===== config.mk =====
export PLATFORM = sky130hd
export DESIGN_NAME = pie_top
export DESIGN_NICKNAME = d
export VERILOG_FILES = /design/src/design/pie_pkg.sv /design/src/design/pie_top.sv
export SDC_FILE = /design/constraint.sdc
export NUM_CORES = 1
export LEC_CHECK = 0
export BUFFER_PORTS_ARGS = -buffer_cell sky130_fd_sc_hd__buf_2
export CAP_MARGIN = 20
export CELL_PAD_IN_SITES_DETAIL_PLACEMENT = 2
export CELL_PAD_IN_SITES_GLOBAL_PLACEMENT = 2
export CORE_ASPECT_RATIO = 1.1
export CORE_UTILIZATION = 28
export CTS_CLUSTER_DIAMETER = 40
export DETAILED_ROUTE_END_ITERATION = 10
export PLACE_DENSITY = 0.83
export SLEW_MARGIN = 20
export SYNTH_ARGS = -nofsm -noshare
export SYNTH_HDL_FRONTEND = slang
export SYNTH_SLANG_ARGS = --single-unit

===== constraint.sdc =====
create_clock -name aclk -period 2.8 [get_ports aclk]
set_input_delay 0.56 -clock aclk [delete_from_list [all_inputs] [get_ports aclk]]
set_output_delay 0.56 -clock aclk [all_outputs]
set_load 0.05 [all_outputs]

===== src/design/pie_pkg.sv =====
// constants of the peripheral interrupt enable block
// assumes an axi4-lite master on aclk and synchronous request flags from peripherals
package pie_pkg;
  localparam logic [7:0] PIE_OFS_EN1 = 8'h00;
  localparam logic [7:0] PIE_OFS_EN2 = 8'h04;
  localparam logic [7:0] PIE_OFS_CORE = 8'h08;
  localparam logic [7:0] PIE_OFS_STATUS = 8'h0C;
  localparam logic [7:0] PIE_OFS_CLEAR = 8'h10;
  localparam logic [7:0] PIE_OFS_IRQEN = 8'h14;
  localparam logic [7:0] PIE_OFS_PINCHG = 8'h18;
  localparam logic [7:0] PIE_EN1_RESET = 8'h00;
  localparam logic [7:0] PIE_EN2_RESET = 8'h00;
  localparam logic [7:0] PIE_EN2_MASK = 8'h89;
  localparam int PIE_CORE_GLOBAL_BIT = 7;
  localparam int PIE_CORE_GROUP_BIT = 6;
  localparam int PIE_CORE_SUMMARY_BIT = 0;
  localparam logic [1:0] PIE_RESP_OKAY = 2'h0;
  localparam logic [1:0] PIE_RESP_SLVERR = 2'h2;
  // status events: 0 request to core, 1 summary flag fell, 2 wake from sleep
  localparam int PIE_NEV = 3;
  localparam int PIE_EV_REQ = 0;
  localparam int PIE_EV_SUMFALL = 1;
  localparam int PIE_EV_WAKE = 2;
endpackage : pie_pkg


===== src/design/pie_top.sv =====
// peripheral interrupt enables with axi4-lite register access
// assumes request flags are held by the peripherals until their software clears them
`timescale 1ns/1ns
module pie_top
  import pie_pkg::*;
(
  // clock and reset
  input wire logic aclk,
  input wire logic aresetn,
  // axi4-lite write
  input wire logic [7:0] awaddr,
  input wire logic awvalid,
  output logic awready,
  input wire logic [31:0] wdata,
  input wire logic [3:0] wstrb,
  input wire logic wvalid,
  output logic wready,
  output logic [1:0] bresp,
  output logic bvalid,
  input wire logic bready,
  // axi4-lite read
  input wire logic [7:0] araddr,
  input wire logic arvalid,
  output logic arready,
  output logic [31:0] rdata,
  output logic [1:0] rresp,
  output logic rvalid,
  input wire logic rready,
  // peripheral request flags
  input wire logic [7:0] req_flags_one,
  input wire logic [7:0] req_flags_two,
  input wire logic [7:0] pin_change_flag_register,
  // core
  input wire logic core_asleep,
  output logic periph_irq_req,
  output logic wake_req,
  output logic wake_vector,
  output logic pin_change_summary_flag,
  output logic irq
);

  typedef struct packed {
    // write side
    logic aw_got;
    logic [7:0] aw_addr;
    logic w_got;
    logic [31:0] w_data;
    logic [3:0] w_strb;
    logic bvalid;
    logic [1:0] bresp;
    // read side
    logic rvalid;
    logic [31:0] rdata;
    logic [1:0] rresp;
    // enables
    logic [7:0] en_one;
    logic [7:0] en_two;
    logic global_irq_enable;
    logic peripheral_group_enable;
    // toward the core
    logic summary;
    logic periph_req;
    logic wake;
    logic wake_vec;
    // sticky events
    logic [PIE_NEV-1:0] status;
    logic [PIE_NEV-1:0] irq_en;
    logic irq;
  } pie_state_type;

  pie_state_type s_r;
  pie_state_type s_nxt;

  function automatic logic [31:0] pie_zext8(input logic [7:0] v);
    pie_zext8 = {24'h000000, v};
  endfunction : pie_zext8

  function automatic logic [31:0] pie_zext3(input logic [PIE_NEV-1:0] v);
    pie_zext3 = {29'h0, v};
  endfunction : pie_zext3

  // unimplemented bits of enable two can never hold a one
  function automatic logic [7:0] pie_en2_bits(input logic [7:0] v);
    pie_en2_bits = v & PIE_EN2_MASK;
  endfunction : pie_en2_bits

  function automatic logic pie_rise(input logic prev, input logic cur);
    pie_rise = cur && !prev;
  endfunction : pie_rise

  logic any_en_req;
  logic group_req;
  logic [PIE_NEV-1:0] ev;
  logic do_write;
  logic [7:0] wlo;

  always_comb begin
    s_nxt = s_r;
    // flag and individual enable must both be set
    any_en_req = |((req_flags_one & s_r.en_one)
                   | (req_flags_two & pie_en2_bits(s_r.en_two)));
    // wake and vectoring both hang off the group enable
    group_req = any_en_req && s_r.peripheral_group_enable;
    ev = '0;
    do_write = 1'b0;
    wlo = s_r.w_data[7:0];
    // write channel: address and data taken in either order
    // ready shows only once a half is held, so the master keeps it stable until then
    if (awvalid && !s_r.aw_got && !s_r.bvalid) begin
      s_nxt.aw_got = 1'b1;
      s_nxt.aw_addr = awaddr;
    end
    if (wvalid && !s_r.w_got && !s_r.bvalid) begin
      s_nxt.w_got = 1'b1;
      s_nxt.w_data = wdata;
      s_nxt.w_strb = wstrb;
    end
    if (s_r.aw_got && s_r.w_got) begin
      // only byte lane 0 carries register bits; upper lanes are dropped
      do_write = s_r.w_strb[0];
      s_nxt.aw_got = 1'b0;
      s_nxt.w_got = 1'b0;
      s_nxt.bvalid = 1'b1;
      s_nxt.bresp = PIE_RESP_OKAY;
      case (s_r.aw_addr)
        PIE_OFS_EN1: begin
          if (do_write) s_nxt.en_one = wlo;
        end
        PIE_OFS_EN2: begin
          if (do_write) s_nxt.en_two = pie_en2_bits(wlo);
        end
        PIE_OFS_CORE: begin
          if (do_write) begin
            s_nxt.global_irq_enable = wlo[PIE_CORE_GLOBAL_BIT];
            s_nxt.peripheral_group_enable = wlo[PIE_CORE_GROUP_BIT];
          end
        end
        PIE_OFS_CLEAR: begin
          if (do_write) s_nxt.status = s_r.status & ~wlo[PIE_NEV-1:0];
        end
        PIE_OFS_IRQEN: begin
          if (do_write) s_nxt.irq_en = wlo[PIE_NEV-1:0];
        end
        PIE_OFS_STATUS, PIE_OFS_PINCHG: begin
          // read-only: write ignored, summary flag cannot be written
        end
        default: begin
          s_nxt.bresp = PIE_RESP_SLVERR;
        end
      endcase
    end
    if (s_r.bvalid && bready) begin
      s_nxt.bvalid = 1'b0;
    end
    // read channel: no wait states, arready and rvalid rise together
    if (arvalid && !s_r.rvalid) begin
      s_nxt.rvalid = 1'b1;
      s_nxt.rresp = PIE_RESP_OKAY;
      case (araddr)
        PIE_OFS_EN1: s_nxt.rdata = pie_zext8(s_r.en_one);
        PIE_OFS_EN2: s_nxt.rdata = pie_zext8(pie_en2_bits(s_r.en_two));
        PIE_OFS_CORE: begin
          s_nxt.rdata = '0;
          s_nxt.rdata[PIE_CORE_GLOBAL_BIT] = s_r.global_irq_enable;
          s_nxt.rdata[PIE_CORE_GROUP_BIT] = s_r.peripheral_group_enable;
          s_nxt.rdata[PIE_CORE_SUMMARY_BIT] = s_r.summary;
        end
        PIE_OFS_STATUS: s_nxt.rdata = pie_zext3(s_r.status);
        PIE_OFS_IRQEN: s_nxt.rdata = pie_zext3(s_r.irq_en);
        PIE_OFS_PINCHG: s_nxt.rdata = pie_zext8(pin_change_flag_register);
        PIE_OFS_CLEAR: s_nxt.rdata = '0;
        default: begin
          s_nxt.rdata = '0;
          s_nxt.rresp = PIE_RESP_SLVERR;
        end
      endcase
    end
    if (s_r.rvalid && rready) begin
      s_nxt.rvalid = 1'b0;
    end
    // summary follows the per-pin flags, so it only falls once all are cleared
    s_nxt.summary = |pin_change_flag_register;
    // all four conditions needed toward the core
    s_nxt.periph_req = group_req && s_r.global_irq_enable;
    // wake needs enabled sources and the group enable; vectoring also needs global enable,
    // otherwise the core just resumes after its sleep instruction
    s_nxt.wake = core_asleep && group_req;
    s_nxt.wake_vec = core_asleep && group_req && s_r.global_irq_enable;
    ev[PIE_EV_REQ] = pie_rise(s_r.periph_req, s_nxt.periph_req);
    ev[PIE_EV_SUMFALL] = pie_rise(s_nxt.summary, s_r.summary);
    ev[PIE_EV_WAKE] = pie_rise(s_r.wake, s_nxt.wake);
    // set wins over a clear in the same cycle
    s_nxt.status = s_nxt.status | ev;
    s_nxt.irq = |(s_nxt.status & s_nxt.irq_en);
    if (!aresetn) begin
      s_nxt = '0;
      s_nxt.en_one = PIE_EN1_RESET;
      s_nxt.en_two = PIE_EN2_RESET;
      s_nxt.global_irq_enable = 1'b0;
      s_nxt.peripheral_group_enable = 1'b0;
    end
  end

  always_ff @(posedge aclk) begin
    s_r <= s_nxt;
  end

  assign awready = s_r.aw_got;
  assign wready = s_r.w_got;
  assign bvalid = s_r.bvalid;
  assign bresp = s_r.bresp;
  assign arready = s_r.rvalid;
  assign rvalid = s_r.rvalid;
  assign rdata = s_r.rdata;
  assign rresp = s_r.rresp;
  assign periph_irq_req = s_r.periph_req;
  assign wake_req = s_r.wake;
  assign wake_vector = s_r.wake_vec;
  assign pin_change_summary_flag = s_r.summary;
  assign irq = s_r.irq;

endmodule : pie_top


==> results of run 1 <==
report_power, final:
part           internal, W  switching (W)  leakage [nW]
sequential        0.000807      0.0000267         0.447
clock             0.000195       0.000257        0.0470
combinational    0.0000886       0.000189         0.883
Yosys cell counts, types with 4 or more instances:
master / n / area share (%)
dfxtp_1: 55 / 41
buf_4: 37 / 10
nor2b_1: 36 / 8.3
mux2i_1: 32 / 12
nand2_1: 17 / 2.4
a21oi_1: 8 / 1.5
a22o_1: 8 / 2.6
and2_1: 8 / 1.9
clkbuf_1: 7 / 0.97
a22oi_1: 6 / 1.7
nor2_1: 6 / 0.83
nand3_1: 5 / 0.93
o21ai_0: 5 / 0.93
a21boi_0: 4 / 1.1
a221oi_1: 4 / 1.3
inv_1: 4 / 0.56
nor3b_1: 4 / 1.1
routing by layer:
| layer | GRT usage, % | routed length, um | vias to the layer above |
|---|---|---|---|
| li1 | - | - | 1035 |
| met1 | 17.7 | 2940 | 1068 |
| met2 | 28.1 | 3900 | 68 |
| met3 | 4.22 | 406 | 13 |
| met4 | 4.26 | 127 | 0 |
| met5 | 0 | 0 | - |
cell type report:
cell class,count,area share [%]
Clock buffer,6,2.67
Clock inverter,1,0.162
Timing Repair Buffer,74,12.2
Multi-Input combinational cell,199,44.2
Tap cell,117,4.73
Sequential cell,55,35.6
Inverter,4,0.485
cell families (layout without fill, tap and decap cells):
group / after synthesis / in the layout / share of synthesized area [%]
flip-flops: 55 / 55 / 40.8
buffers and inverters: 51 / 85 / 12.2
multiplexers: 35 / 35 / 13.6
AND/OR/NAND/NOR: 94 / 94 / 21.2
AO/OA/AOI/OAI: 44 / 44 / 12.0
other: 1 / 26 / 0.139
final timing paths:
kind	cells after the start	start	slack (ns)	end
max reg2reg	6	wready$_SDFFE_PP0P_	0.70	irq$_SDFF_PN0_
max	6	wready$_SDFFE_PP0P_	0.70	irq$_SDFF_PN0_
min	2	rdata[6]$_SDFFE_PN0P_	0.47	rdata[6]$_SDFFE_PN0P_
min reg2reg	2	rdata[6]$_SDFFE_PN0P_	0.47	rdata[6]$_SDFFE_PN0P_
worst max-delay path: stages (launching register included):
cell       delay, ns
dfxtp_1         0.45
nand4bb_1       0.25
nor3_1          0.55
nand2_1         0.14
a32o_1          0.24
a22o_1          0.21
a21o_1          0.16
through the flow:
stage                     setup WS [ns]  total power, W  hold slack [ns]
after CTS                         0.673         0.00159            0.475
after detailed placement          0.543         0.00113            0.455
final                             0.698         0.00156            0.465
after global placement            0.551         0.00112            0.438
after global routing              0.567         0.00164            0.480
after floorplan                   0.653         0.00108            0.426
==> metrics.csv, run 1 <==
stage;metric;value;unit
clocking;numCtsBuffers;5;
clocking;post_cts_resized;0;
yosys;netlist_instances;280;
detailed_routing;wire_per_inst;16.2;um
place;place_area;3010;um^2
timing;fin_tns_setup;0;ns
timing;slew_violations;0;
floorplanning;fp.dieW;95.6;um
global_routing;grt_use_total;15.6;%
finish;layout-drive-gt1-share;26.3;%
timing;min_period_over_period;75.1;%
finish;largest_register_ffs;36;
setup_path;cp.required;3.01;ns
timing;relSlewSlack;62.1;%
yosys;synthFlopType;dfxtp_1;
finish;regMostFlops;s_r;
setup_path;start_kind;flop;
floorplanning;die_h;105;um
flow_run;maxCapViolations;0;
global_routing;grt_pass1_wl;12.1;mm
detailed_routing;firstDrtPassIters;4;
finish;synthToLayoutAreaGrowth;14.6;%
detailed_routing;drt.antenna.violating_nets;0;
finish;final_area;3100;um^2
finish;layout_common_cells;buf_2 (71), dfxtp_1 (55), nor2b_1 (36);
finish;final_util;33.1;%
min_path;hp-class;reg -> reg;
yosys;syn_area;2700;um^2
floorplanning;ioPinCount;130;
timing;finalSetupViolCount;0;
finish;n_fill_cell;1071;
finish;final_common_cell;buf_2;
yosys;yosysWarnings;0;
global_routing;grt_max_degree;39;
floorplanning;start_util;28.9;%
yosys;synth-seq-cells;55;
global_routing;grt_antenna_before_repair;0;
finish;stdcell_count;456;
setup_path;critPathCaptureType;flop;
timing;skew;0.00407;ns
detailed_routing;drc;0;
yosys;seq_area_frac_synth;40.8;%
setup_path;crit_fanout;6;
clocking;clock-root-buffer;clkbuf_8;
detailed_routing;first_iter_violations;53;
timing;period_minus_slack;2.10;ns
clocking;tritoncts;done;
yosys;synth_edf_count;0;
place;hpwl;5.73;mm
floorplanning;die_area;10000;um^2
status;status;finished clean;
detailed_routing;route.final.wire_length;7.37;mm
clocking;cts_buffer_depth;2;
timing;worstMarginPinSlew;0.564;ns
timing;rsz0062_at_grt;false;
pwr;cellPowerDensity;505;nW/um^2
detailed_routing;vias;2184;
finish;nets;423;
timing;fmax;476;MHz
place;globalplace.congestion;0.770;
clocking;cts_hold_buf;0;
global_routing;gr-total-overflow;0;
global_routing;grt_pass1_vias;2405;
yosys;avgSynthCellArea;9.64;um^2
clocking;cts.clk_slew.worst_paths;0.10;ns
detailed_routing;drt-vias-per-instance;4.79;
yosys;synth_cell_type_count;40;
clocking;cts_num_sinks;55;
clocking;insertion_delay;0.31;ns
timing;hold_violations;0;
clocking;htreeDepth;2;
place;numPortBuffers;71;
pwr;vdd_drop_max;215;uV
setup_path;worst_ep_arrival_time;2.31;ns
floorplanning;placementRows;37;
place;dp_cells;449;
pwr;leakage;1.38;nW
finish;diodes;0;
floorplanning;core;9350;um^2
finish;multiInputGateArea;1370;um^2
clocking;cts_setup_buffers;0;
finish;seqCellArea;1100;um^2
setup_path;worstSetupPathType;reg -> reg;
yosys;async_flop_share;0;%
(Power assumes the default switching activity.)
==> run 2, diff against run 1 <==
--- a/config.mk
+++ b/config.mk
@@ -10,10 +10,10 @@
 export CELL_PAD_IN_SITES_DETAIL_PLACEMENT = 2
 export CELL_PAD_IN_SITES_GLOBAL_PLACEMENT = 2
 export CORE_ASPECT_RATIO = 1.1
-export CORE_UTILIZATION = 28
+export CORE_UTILIZATION = 26
 export CTS_CLUSTER_DIAMETER = 40
 export DETAILED_ROUTE_END_ITERATION = 10
-export PLACE_DENSITY = 0.83
+export PLACE_DENSITY = 0.77
 export SLEW_MARGIN = 20
 export SYNTH_ARGS = -nofsm -noshare
 export SYNTH_HDL_FRONTEND = slang
==> constraint.sdc (replaced) <==
create_clock -name aclk -period 2.05 [get_ports aclk]
set_input_delay 0.41 -clock aclk [delete_from_list [all_inputs] [get_ports aclk]]
set_output_delay 0.41 -clock aclk [all_outputs]
set_load 0.05 [all_outputs]
==> metrics.csv, run 2 (synthesized netlist as in run 1, its figures left out) <==
stage;metric;value;unit
floorplanning;start_util;27.0;%
detailed_routing;vias;2138;
timing;worstMarginPinSlew;0.524;ns
detailed_routing;wire_per_inst;15.4;um
setup_path;ff2ff_path_depth;6;
global_routing;grt_use_total;13.8;%
place;hpwl;5.68;mm
floorplanning;ioPinCount;130;
clocking;cts_hold_buf;0;
timing;period_minus_slack;1.91;ns
floorplanning;core;9980;um^2
place;numPortBuffers;71;
setup_path;worstSetupStartpoint;s_r[110]$_SDFFE_PN0P_;
clocking;insertion_delay;0.31;ns
timing;skew;0.0106;ns
pwr;cellPowerDensity;676;nW/um^2
detailed_routing;route.final.wire_length;7.12;mm
finish;largest_register_ffs;36;
clocking;clock-root-buffer;clkbuf_8;
detailed_routing;drc;0;
timing;final.setup.worst_slack;0.144;ns
pwr;vdd_drop_max;230;uV
global_routing;grt_antenna_before_repair;1;
finish;layout_common_cells;buf_2 (71), dfxtp_1 (53), nor2b_1 (36);
timing;fin_tns_setup;0;ns
clocking;htreeDepth;2;
finish;diodes;0;
global_routing;grt_pass1_wl;11.5;mm
min_path;hp-class;in -> reg;
setup_path;cp-endpoint;irq$_SDFF_PN0_;
detailed_routing;first_iter_violations;37;
setup_path;slowest_delay;0.42;ns
floorplanning;die_area;10800;um^2
finish;synthToLayoutAreaGrowth;15.5;%
clocking;cts.clk_slew.worst_paths;0.10;ns
finish;stdcell_count;463;
finish;final_common_cell;buf_2;
status;status;finished clean;
setup_path;crit_cells;6;
floorplanning;die_h;109;um
pwr;power;0.00211;W
place;dp_cells;455;
detailed_routing;firstDrtPassIters;4;
clocking;numCtsBuffers;5;
timing;rsz0062_at_grt;false;
global_routing;gr-total-overflow;0;
setup_path;cp.required;2.26;ns
setup_path;critPathCaptureType;flop;
global_routing;grt_pass1_vias;2224;
flow_run;maxCapViolations;0;
setup_path;worst_ep_arrival_time;2.11;ns
setup_path;r2r_end;irq$_SDFF_PN0_;
pwr;leakage;1.39;nW
place;globalplace.congestion;0.764;
floorplanning;fp.dieW;99.2;um
timing;finalSetupViolCount;0;
setup_path;regToRegSetupSlack;0.14;ns
setup_path;crit_fanout;3;
place;dp_slack;0.000481;ns
timing;relSlewSlack;64.7;%
setup_path;worstSetupPathType;reg -> reg;
floorplanning;placementRows;38;
finish;nets;426;
detailed_routing;drt-vias-per-instance;4.62;
finish;final_util;31.2;%
clocking;cts_setup_buffers;0;
global_routing;grt_max_degree;31;
timing;hold_violations;0;
setup_path;reg2reg_from;s_r[110]$_SDFFE_PN0P_;
setup_path;cpMaxStageDelayCell;or3_4;
clocking;cts_num_sinks;55;
setup_path;crit_buf_inv;0;
clocking;cts_buffer_depth;2;
clocking;post_cts_resized;0;
finish;regMostFlops;s_r;
setup_path;start_kind;flop;
finish;layout-drive-gt1-share;27.1;%
timing;min_period_over_period;93.0;%
timing;fmax;525;MHz
detailed_routing;drt.antenna.violating_nets;0;
timing;slew_violations;0;
setup_path;path_cells;or3_4 > nor4b_4 > nand3_4 > mux2i_2 > a22o_1 > a21o_1;
clocking;tritoncts;done;
setup_path;critPathTopFamily;simple AND/OR/NAND/NOR gates;
## run 2: changes by cell type in the layout (fill, tap and decap cells not counted), sizes merged
cell	previous run	this run
clkbuf	6	7
buf	74	77
## run 2: worst reg2reg max path, delay by kind of cell (launching register included)
kind,cells,cell delay (ns)
flip-flops,1,0.33
AND/OR/NAND/NOR,3,0.92
multiplexers,1,0.19
AO/OA/AOI/OAI,2,0.38
## run 2: metrics by stage
step	hold slack [ns]	instance area, um^2
2_1_floorplan	0.426	2800
3_3_place_gp	0.438	3040
3_5_place_dp	0.464	3040
4_1_cts	0.330	3120
5_1_grt	0.332	3120
6_report	0.337	3120
## run 2: worst min-delay path by stage
stage | depth (start not counted) | slack, ns | startpoint | end
3_5_place_dp | 2 | 0.46 | rdata[6]$_SDFFE_PN0P_ | rdata[6]$_SDFFE_PN0P_
2_1_floorplan | 2 | 0.43 | rdata[6]$_SDFFE_PN0P_ | rdata[6]$_SDFFE_PN0P_
3_3_place_gp | 2 | 0.44 | rdata[6]$_SDFFE_PN0P_ | rdata[6]$_SDFFE_PN0P_
6_report | 2 | 0.34 | arvalid | arready$_SDFFE_PP0P_
4_1_cts | 2 | 0.33 | arvalid | arready$_SDFFE_PP0P_
5_1_grt | 2 | 0.33 | arvalid | arready$_SDFFE_PP0P_
## run 2: routing by layer
metal	track usage, %	share of wire (%)	up-vias
li1	-	-	1033
met1	15.8	42	1037
met2	25.5	51	59
met3	3.46	4.9	7
met4	3.78	1.1	2
met5	0	0.11	-
## run 2: cell type report
cell class              count  area (um^2)
clock buffers               7         76.3
clock inverters             1         5.00
fillers                  1157         6870
inverters                   4         15.0
multi-input cells         199         1370
flip-flops and latches     55         1100
well taps                 120          150
repair buffers             77          400
## run 2: power breakdown
group / internal [W] / leakage (nW) / total, W / switching [W]
registers: 0.00110 / 0.448 / 0.00114 / 0.0000365
clock network: 0.000241 / 0.0422 / 0.000590 / 0.000349
logic: 0.000121 / 0.899 / 0.000380 / 0.000258
total: 0.00147 / 1.39 / 0.00211 / 0.000643
